===== src/core/burner_regs.vh =====
`ifndef BURNER_REGS_VH
`define BURNER_REGS_VH

// ----------------------------------------
// timing
// ----------------------------------------
`define CLK_PERIOD_NS  40
`define TICK_S         1
`define NS_PER_S       1000000000
`define KEY_HOLD_S     8'h01
`define IGNITE_LIMIT_S 8'h3C

// ----------------------------------------
// register byte addresses
// ----------------------------------------
`define CTRL_ADDR      8'h00
`define PURGE_ADDR     8'h04
`define STATUS_ADDR    8'h08

// ----------------------------------------
// control fields and reset values
// ----------------------------------------
`define CTRL_RELIGHT   0
`define CTRL_CLEAR     1
`define PURGE_RST      8'h1E

// ----------------------------------------
// status fields
// ----------------------------------------
`define STAT_STATE_LO  0
`define STAT_CODE_LO   4
`define STAT_IGNITE    7
`define STAT_SHUTOFF   8
`define STAT_PILOT     9
`define STAT_ALARM     10
`define STAT_FLAME     11
`define STAT_SECS_LO   16

`endif


===== src/core/manual_burner_sequencer.v =====
`timescale 1ns/1ps
`include "burner_regs.vh"

module manual_burner_sequencer #(
  // cycles per one-second tick; shorten in simulation
  parameter SEC_CYCLES = `TICK_S * (`NS_PER_S / `CLK_PERIOD_NS)
) (
  input  wire        hclk,
  input  wire        hresetn,
  input  wire        hsel,
  input  wire [31:0] haddr,
  input  wire [1:0]  htrans,
  input  wire        hwrite,
  input  wire [2:0]  hsize,
  input  wire [31:0] hwdata,
  input  wire        hready,
  output reg  [31:0] hrdata,
  output reg         hreadyout,
  output reg         hresp,
  input  wire        stop_key,
  input  wire        confirm_key,
  input  wire        arrow_key,
  input  wire        closure_proof_input,
  input  wire        flame_detect,
  input  wire [2:0]  process_demand,
  output reg         emergency_shutoff_valve,
  output reg         pilot_valve,
  output reg         ignition,
  output reg  [2:0]  process_valve,
  output reg         alarm_out
);

  // ----------------------------------------
  // states
  // ----------------------------------------
  localparam [2:0] S_STOPPED = 3'h0;
  localparam [2:0] S_STARTUP = 3'h1;
  localparam [2:0] S_PURGE   = 3'h2;
  localparam [2:0] S_IGNITE  = 3'h3;
  localparam [2:0] S_IDLE    = 3'h4;
  localparam [2:0] S_HOLD    = 3'h5;
  localparam [2:0] S_ACTIVE  = 3'h6;
  localparam [2:0] S_FAULT   = 3'h7;

  // last cycle of a one-second tick; the full count is cut to
  // the 25-bit tick counter, which holds one second at 25 MHz
  localparam [31:0] SEC_FULL = SEC_CYCLES - 1;
  localparam [24:0] SEC_LAST = SEC_FULL[24:0];

  // ----------------------------------------
  // declarations
  // ----------------------------------------
  reg  [7:0]  sync1;        // first stage, read only by sync2
  reg  [7:0]  sync2;        // pins in hclk domain
  reg         confirm_q;    // previous confirm level
  reg  [2:0]  state;        // sequencer state
  reg  [2:0]  next_state;
  reg  [2:0]  code;         // one bit per running process
  reg  [2:0]  next_code;
  reg  [24:0] cyc;          // cycles within current second
  reg  [7:0]  secs;         // whole seconds in state
  reg  [7:0]  purge_time;   // purge delay, seconds
  reg         relight_opt;  // stored only, no effect here
  reg         alarm_clr;    // one-cycle clear pulse
  reg         wr_pend;      // write data phase pending
  reg         rd_pend;      // read data phase pending
  reg  [7:0]  bus_addr;     // latched byte address

  wire        stop_s    = sync2[0];
  wire        confirm_s = sync2[1];
  wire        arrow_s   = sync2[2];
  wire        closure_s = sync2[3];
  wire        flame_s   = sync2[4];
  wire [2:0]  demand_s  = sync2[7:5];
  wire        both_held = confirm_s & arrow_s;
  wire        conf_rise = confirm_s & ~confirm_q;
  wire        take      = hsel & hready & htrans[1];

  // ----------------------------------------
  // register read decode
  // ----------------------------------------
  function [31:0] reg_read;
    input [7:0] a;
    begin
      reg_read = 32'h0000_0000;
      case (a)
        `CTRL_ADDR: begin
          reg_read[`CTRL_RELIGHT] = relight_opt;
        end
        `PURGE_ADDR: begin
          reg_read[7:0] = purge_time;
        end
        `STATUS_ADDR: begin
          reg_read[`STAT_STATE_LO +: 3] = state;
          reg_read[`STAT_CODE_LO +: 3]  = code;
          reg_read[`STAT_IGNITE]        = ignition;
          reg_read[`STAT_SHUTOFF]       = emergency_shutoff_valve;
          reg_read[`STAT_PILOT]         = pilot_valve;
          reg_read[`STAT_ALARM]         = alarm_out;
          reg_read[`STAT_FLAME]         = flame_s;
          reg_read[`STAT_SECS_LO +: 8]  = secs;
        end
        default: begin
          reg_read = 32'h0000_0000;
        end
      endcase
    end
  endfunction

  // ----------------------------------------
  // pin synchronisers
  // ----------------------------------------
  // keys and field inputs are asynchronous to hclk
  always @(posedge hclk or negedge hresetn) begin
    if (!hresetn) begin
      sync1     <= 8'h00;
      sync2     <= 8'h00;
      confirm_q <= 1'b0;
    end else begin
      sync1     <= {process_demand, flame_detect, closure_proof_input,
                    arrow_key, confirm_key, stop_key};
      sync2     <= sync1;
      confirm_q <= confirm_s;
    end
  end

  // ----------------------------------------
  // ahb-lite slave
  // ----------------------------------------
  // reads take one wait state so a read right after
  // a write always sees the written value
  always @(posedge hclk or negedge hresetn) begin
    if (!hresetn) begin
      hrdata      <= 32'h0000_0000;
      hreadyout   <= 1'b1;
      hresp       <= 1'b0;
      wr_pend     <= 1'b0;
      rd_pend     <= 1'b0;
      bus_addr    <= 8'h00;
      purge_time  <= `PURGE_RST;
      relight_opt <= 1'b0;
      alarm_clr   <= 1'b0;
    end else begin
      hresp     <= 1'b0;
      alarm_clr <= 1'b0;
      // write data phase
      if (wr_pend) begin
        case (bus_addr)
          `CTRL_ADDR: begin
            relight_opt <= hwdata[`CTRL_RELIGHT];
            alarm_clr   <= hwdata[`CTRL_CLEAR];
          end
          `PURGE_ADDR: begin
            purge_time <= hwdata[7:0];
          end
          default: begin
            // read-only or unmapped: ignored
          end
        endcase
      end
      // read data phase, second cycle ends it
      if (rd_pend) begin
        hrdata    <= reg_read(bus_addr);
        hreadyout <= 1'b1;
        rd_pend   <= 1'b0;
        wr_pend   <= 1'b0;
      end else if (take) begin
        bus_addr  <= haddr[7:0];
        wr_pend   <= hwrite;
        rd_pend   <= ~hwrite;
        hreadyout <= hwrite;
      end else begin
        wr_pend <= 1'b0;
      end
    end
  end

  // ----------------------------------------
  // next state
  // ----------------------------------------
  always @* begin
    next_state = state;
    next_code  = code;
    case (state)
      S_STOPPED: begin
        if (!stop_s && both_held && secs >= `KEY_HOLD_S) begin
          next_state = S_STARTUP;
        end
      end
      S_STARTUP: begin
        if (closure_s) begin
          next_state = S_FAULT;
        end else if (both_held) begin
          next_state = S_PURGE;
        end else begin
          next_state = S_STOPPED;
        end
      end
      S_PURGE: begin
        if (!both_held) begin
          next_state = S_STOPPED;
        end else if (secs >= purge_time) begin
          next_state = S_IGNITE;
        end
      end
      S_IGNITE: begin
        if (!both_held) begin
          next_state = S_STOPPED;
        end else if (flame_s) begin
          next_state = S_IDLE;
        end else if (secs >= `IGNITE_LIMIT_S) begin
          next_state = S_STOPPED;
        end
      end
      S_IDLE: begin
        if (!flame_s) begin
          next_state = S_STOPPED;
        end else if (conf_rise) begin
          next_state = S_HOLD;
        end
      end
      S_HOLD: begin
        if (!flame_s) begin
          next_state = S_STOPPED;
        end else if (demand_s != 3'h0) begin
          next_state = S_ACTIVE;
          next_code  = demand_s;
        end
      end
      S_ACTIVE: begin
        if (!flame_s) begin
          next_state = S_STOPPED;
        end else if (demand_s == 3'h0) begin
          next_state = S_HOLD;
        end else begin
          next_code = demand_s;
        end
      end
      S_FAULT: begin
        if (alarm_clr) begin
          next_state = S_STOPPED;
        end
      end
      default: begin
        next_state = S_STOPPED;
      end
    endcase
    // stop wins outside the alarm state
    if (stop_s && state != S_FAULT) begin
      next_state = S_STOPPED;
    end
    if (next_state != S_ACTIVE) begin
      next_code = 3'h0;
    end
  end

  // ----------------------------------------
  // state, timer and outputs
  // ----------------------------------------
  // outputs follow next_state so they change with state
  always @(posedge hclk or negedge hresetn) begin
    if (!hresetn) begin
      state                   <= S_STOPPED;
      code                    <= 3'h0;
      cyc                     <= 25'h0000000;
      secs                    <= 8'h00;
      emergency_shutoff_valve <= 1'b0;
      pilot_valve             <= 1'b0;
      ignition                <= 1'b0;
      process_valve           <= 3'h0;
      alarm_out               <= 1'b1;
    end else begin
      state <= next_state;
      code  <= next_code;
      // timer restarts on every state change and
      // while stopped with the start keys not both held
      if (next_state != state ||
          (state == S_STOPPED && !both_held)) begin
        cyc  <= 25'h0000000;
        secs <= 8'h00;
      end else if (cyc == SEC_LAST) begin
        cyc <= 25'h0000000;
        if (secs != 8'hFF) begin
          secs <= secs + 8'h01;
        end
      end else begin
        cyc <= cyc + 25'h0000001;
      end
      ignition <= (next_state == S_IGNITE);
      emergency_shutoff_valve <= (next_state == S_IGNITE) ||
                                 (next_state == S_IDLE) ||
                                 (next_state == S_HOLD) ||
                                 (next_state == S_ACTIVE);
      pilot_valve <= (next_state == S_IGNITE) ||
                     (next_state == S_IDLE) ||
                     (next_state == S_HOLD) ||
                     (next_state == S_ACTIVE);
      // each code bit drives its valve
      process_valve <= next_code;
      alarm_out <= (next_state == S_STOPPED) ||
                   (next_state == S_FAULT);
    end
  end

endmodule


===== config.mk =====
export PLATFORM = sky130hd
export DESIGN_NAME = manual_burner_sequencer
export DESIGN_NICKNAME = d
export VERILOG_FILES = /design/src/core/manual_burner_sequencer.v
export VERILOG_INCLUDE_DIRS = /design/src /design/src/core
export SDC_FILE = /design/constraint.sdc
export NUM_CORES = 1
export LEC_CHECK = 0
export ABC_AREA = 1
export ABC_CLOCK_PERIOD_IN_PS = 2000
export BUFFER_PORTS_ARGS = -buffer_cell sky130_fd_sc_hd__buf_4
export CORE_MARGIN = 8
export CORE_UTILIZATION = 40
export CTS_BUF_LIST = sky130_fd_sc_hd__clkbuf_8
export CTS_CLUSTER_DIAMETER = 40
export CTS_CLUSTER_SIZE = 10
export DETAILED_ROUTE_END_ITERATION = 8
export HOLD_SLACK_MARGIN = 0.1
export REMOVE_ABC_BUFFERS = 1
export SETUP_SLACK_MARGIN = 0.4
export SKIP_CTS_REPAIR_TIMING = 1
export SYNTH_ARGS = -nofsm -noshare
export SYNTH_HDL_FRONTEND = slang
export SYNTH_SLANG_ARGS = --single-unit

===== constraint.sdc =====
create_clock -name hclk -period 2 [get_ports hclk]
set_clock_uncertainty 0.1 [all_clocks]
set_input_delay 0.2 -clock hclk [delete_from_list [all_inputs] [get_ports hclk]]
set_output_delay 0.2 -clock hclk [all_outputs]
set_load 0.01 [all_outputs]

======== Yosys cells after proc, flatten, opt, wreduce, memory -nomap -nowiden ========
Cells that the tools add are included.
storage, ports and cells
  flip-flop bits (word level) ............. 100
  bits in latches ......................... 0
  memory bits (read-only) ................. 0
  RAM bits ................................ 0
  memories kept ........................... 0
  word-level logic and storage cells ...... 120
cells by class
  bitwise operators ....................... 7
  shifts and indexed selects .............. 0
  eq/ne operators ......................... 23
  add/subtract/negate cells ............... 2
  $lt $le $gt $ge ......................... 3
  mux-type cells .......................... 42
  reductions and logical operators ........ 25
  div/mod/pow operators ................... 0
  multiply operators ...................... 0
operators by type and width
  cell                                                               count
  two-way mux 3 bit                                                  20
  two-way mux 25 bit                                                 2
  two-way mux 8 bit                                                  4
  adder 25 x 1 -> 25 bit, second input constant                      1
  equality test 25 bit, second input constant                        1
  equality test 3 bit, second input constant                         8
  one-hot mux 3 bit (8 select lines)                                 1
  inequality test 3 bit, second input constant                       6
  equality test 3 x 2 -> 1 bit, second input constant                3
  logical NOT 3 bit                                                  3
  two-way mux 1 bit                                                  9
  adder 8 x 1 -> 8 bit, second input constant                        1
  equality test 8 x 3 -> 1 bit, second input constant                1
  equality test 8 x 4 -> 1 bit, second input constant                1
  greater-or-equal comparator 8 x 1 -> 1 bit, second input constant  1
  greater-or-equal comparator 8 x 6 -> 1 bit, second input constant  1
  greater-or-equal comparator 8 bit                                  1
  logical NOT 8 bit                                                  1
  inequality test 8 bit, second input constant                       1
  one-hot mux 4 bit (2 select lines)                                 1
  AND reduction 2 bit                                                4
  one-hot mux 3 bit (2 select lines)                                 1
  nonzero test 2 bit                                                 3
  nonzero test 3 bit                                                 2
  other kinds (12)                                                   25

======== Depth between registers and ports, before layout ========
  word-level depth ........................ 10
  depth in mapped cells ................... 19
  depth with buffers taken out ............ 18

======== Worst setup path after synthesis ========
No wires, ideal clock.
  path kind ............................... register to register
  start ................................... register purge_time[4]
  end ..................................... register cyc[4]
  cell stages (with the launch flop) ...... 17
  buffers on the path ..................... 1
  slack ................................... -0.088 ns
  data arrival time ....................... 1.863 ns
  cells stage by stage .................... dfstp_2 inv_1 ha_1 nand2_1 nor2_1 nand4_1 nand3_1 nand2_1 nand2_1 nand2_1 nand2_1 nand2_1 nand2_1 nand2_1 nand2_4 buf_12 nor2_4
on the way
  cells in the longest elaborated chain, start to end .. 8
ends and longest elaborated chain
  what                                line                           source
  start: declaration                  manual_burner_sequencer.v:62   reg [7:0] purge_time;
  start signal: assignment            manual_burner_sequencer.v:140  purge_time <= `PURGE_RST;
  start signal: assignment            manual_burner_sequencer.v:154  purge_time <= hwdata[7:0];
  greater-or-equal comparator 8 bit   manual_burner_sequencer.v:202  end else if (secs >= purge_time) begin
  two-way mux 3 bit                   manual_burner_sequencer.v:202
  two-way mux 3 bit                   manual_burner_sequencer.v:200  if (!both_held) begin
  one-hot mux 3 bit (8 select lines)  manual_burner_sequencer.v:184  case (state)
  two-way mux 3 bit                   manual_burner_sequencer.v:249  if (stop_s && state != S_FAULT) begin
  inequality test 3 bit               manual_burner_sequencer.v:277  if (next_state != state ||
  logical OR 1 bit                    manual_burner_sequencer.v:277
  two-way mux 25 bit                  manual_burner_sequencer.v:277
  end signal: assignment              manual_burner_sequencer.v:287  cyc <= cyc + 25'h0000001;
  end: declaration                    manual_burner_sequencer.v:60   reg [24:0] cyc;
No other way between the ends.
A chain may end at the register's enable or synchronous reset.

======== Final worst setup path ========
  start ................................... register purge_time[4]
  end ..................................... register cyc[7]
The elaborated chain is that of the path after synthesis.

==> results.json <==
{
  "p_per_area_nw_per_um2": 580,
  "cts_tree": "done",
  "area_growth_syn_to_layout_pct": 38.1,
  "drt_iter0_drc": 255,
  "n_antenna_cell": 0,
  "cp-end-kind": "flip-flop",
  "die_h_um": 130,
  "tns_ns": -7.73,
  "hpwl_mm": 9.59,
  "cts-buffers-inserted": 9,
  "arrival_ns": 2.43,
  "syn_area_um2": 5240,
  "slew_viol_final": 0,
  "max-vdd-ir-drop_v": 0.000449,
  "yosysUniqueCellTypes": 39,
  "finalInstanceArea_um2": 7230,
  "synth-seq-cells": 99,
  "rsz0062_at_grt": "true",
  "cts_root_buffer": "clkbuf_8",
  "synthTopCellsByArea": "dfrtp_1, nand2_1, nor2_4",
  "vias": 4436,
  "grt-ovfl-total": 0,
  "syn_avg_cell_area_um2": 8.82,
  "drc": 0,
  "max-cap-violations": 0,
  "top_usage_layer": "met2",
  "crit_type": "flip-flop to flip-flop",
  "grt_use_met3_pct": 2.64,
  "use_met1_pct": 20.5,
  "rr_worst_depth": 16,
  "gp_congestion": 0.882,
  "die_area_um2": 17000,
  "hold_class": "input pin to async pin",
  "violations": "setup timing",
  "wl_per_cell_um": 14.6,
  "vias_per_cell": 4.79,
  "leakagePower_nw": 3.31,
  "post-route-period-util_pct": 112,
  "path_max_fanout": 7,
  "start_kind": "flip-flop",
  "dr.pass1.iters": 4,
  "drt_wl_total_mm": 13.5,
  "r2r-start": "purge_time[4]",
  "layout_setup_ws_ns": -0.249,
  "grt_pass1_wl_mm": 20.8,
  "port-buffer-count": 57,
  "synth_top_area_share_pct": 44.4,
  "cts_max_path_buffers": 2,
  "hold_violations": 0,
  "antenna_found_initial": 0,
  "final_util_pct": 55.5,
  "drive_above_1_share_pct": 37.9,
  "clkTransAtPathRegs_ns": 0.11,
  "num_rows": 42,
  "synth_top_area_cell": "dfrtp_1",
  "use_met2_pct": 24.9,
  "synth-seq-area-share_pct": 47.4,
  "nNetsFinal": 841,
  "finalCriticalPeriod_ns": 2.25,
  "mostFrequentLayoutCells": "buf_4, nand2_1, dfrtp_1",
  "outcome": "finished, violations left",
  "syn_inst": 594,
  "worst_pin_slew_ns": 0.519,
  "fill_cells": 1158,
  "reg2reg_setup_slack_ns": -0.25,
  "fmax_mhz": 445,
  "core_area_um2": 13000,
  "maxSlewHeadroom_pct": 65.1,
  "die_x_um": 130,
  "grt_max_degree": 41,
  "post_dp_cell_area_um2": 6150,
  "yosysWarningCount": 0,
  "start_util_pct": 40.2,
  "worstReg2RegEnd": "cyc[7]",
  "antenna_violating_nets_post_route": 0,
  "crit_required_ns": 2.18,
  "setup_viol": 38,
  "grt_pass1_vias": 4341,
  "grtUsageTotal_pct": 15.6,
  "ctsHtreeMaxLevel": 3,
  "ios": 123,
  "final_common_cell": "buf_4",
  "post-place-ws_ns": -0.253,
  "cts.sinks": 99,
  "worstSkewPairLatency_ns": 0.38
}
-- worst max path at each step --
| stage | to | startpoint | cells after the start | slack, ns |
|---|---|---|---|---|
| floorplan | secs[0] | purge_time[4] | 15 | -0.46 |
| global placement | cyc[2] | purge_time[3] | 18 | -0.17 |
| detailed placement | cyc[2] | purge_time[4] | 16 | -0.25 |
| CTS | cyc[2] | purge_time[4] | 16 | -0.28 |
| global route | cyc[21] | purge_time[7] | 16 | -0.36 |
| finish | cyc[7] | purge_time[4] | 16 | -0.25 |
-- metrics by stage --
step	power (mW)	std cells	hold WS, ns
floorplan	2.42	576	-0.196
global placement	2.70	865	0.0412
detailed placement	2.71	865	0.0497
CTS	4.07	881	-0.387
global route	4.41	927	0.199
finish	4.19	927	0.190
-- logic make-up (layout without fill, tap and decap cells) --
kind of cell | Yosys count | in the layout | share of synthesized area [%]
flops | 99 | 99 | 47.4
buf+inv | 97 | 241 | 9.51
compound gates | 50 | 50 | 5.54
xor+xnor | 18 | 18 | 3.01
fa+ha+maj | 13 | 13 | 3.11
simple gates | 316 | 317 | 31.3
other cells | 1 | 13 | 0.0716
-- layout make-up --
class                   instances  area (um^2)  share of cell area (%)
clock buffers                   9          124                    1.71
repair buffers                158         1350                    18.7
inverters                      67          267                    3.69
clock inverters                 7         88.8                    1.23
flip-flops and latches         99         2490                    34.4
multi-input cells             411         2690                    37.2
well taps                     176          220                    3.05
-- critical path, stage by stage, from the launching register on --
cell and delay, ns:
dfstp_2 0.56, inv_2 0.06, ha_4 0.27, nand2_4 0.05
nor2_4 0.09, nand4_1 0.07, nand3_1 0.08, nand2_1 0.05
nand2_1 0.06, nand2_1 0.07, nand2_2 0.09, nand2_2 0.07
nand2_2 0.10, nand2_4 0.07, nand2_8 0.12, clkbuf_16 0.20
nor2_4 0.03
-- where the power goes --
group	switching [mW]	internal (mW)
combinational	0.341	0.315
sequential	0.0719	2.13
clock	0.833	0.508
-- flip-flops by register name, summed over array words and instances, names as in the netlist, 3 cells and up --
name        count
code            3
bus_addr        8
cyc            25
sync2           8
state           3
hrdata         19
purge_time      8
sync1           8
secs            8
-- cell usage after synthesis, drive strengths merged --
master,count
nand2,135
dfrtp,93
nor2,93
inv,66
nand3,40
a21oi,27
buf,24
xor2,16
nand4,14
nor3,14
ha,13
o21ai,11
nor4,9
o31ai,7
or2,7
clkbuf,6
dfstp,6
nand3b,3
a31oi,2
xnor2,2
a21o,1
clkinv,1
conb,1
nor3b,1
o21bai,1
o41ai,1
-- routing by layer --
layer  vias up  wire length [um]
li1       2195                 -
met3        24               585
met5         -                 0
met1      2129              5960
met4         0               330
met2        88              6620
Power figures use the tool's default switching activity.
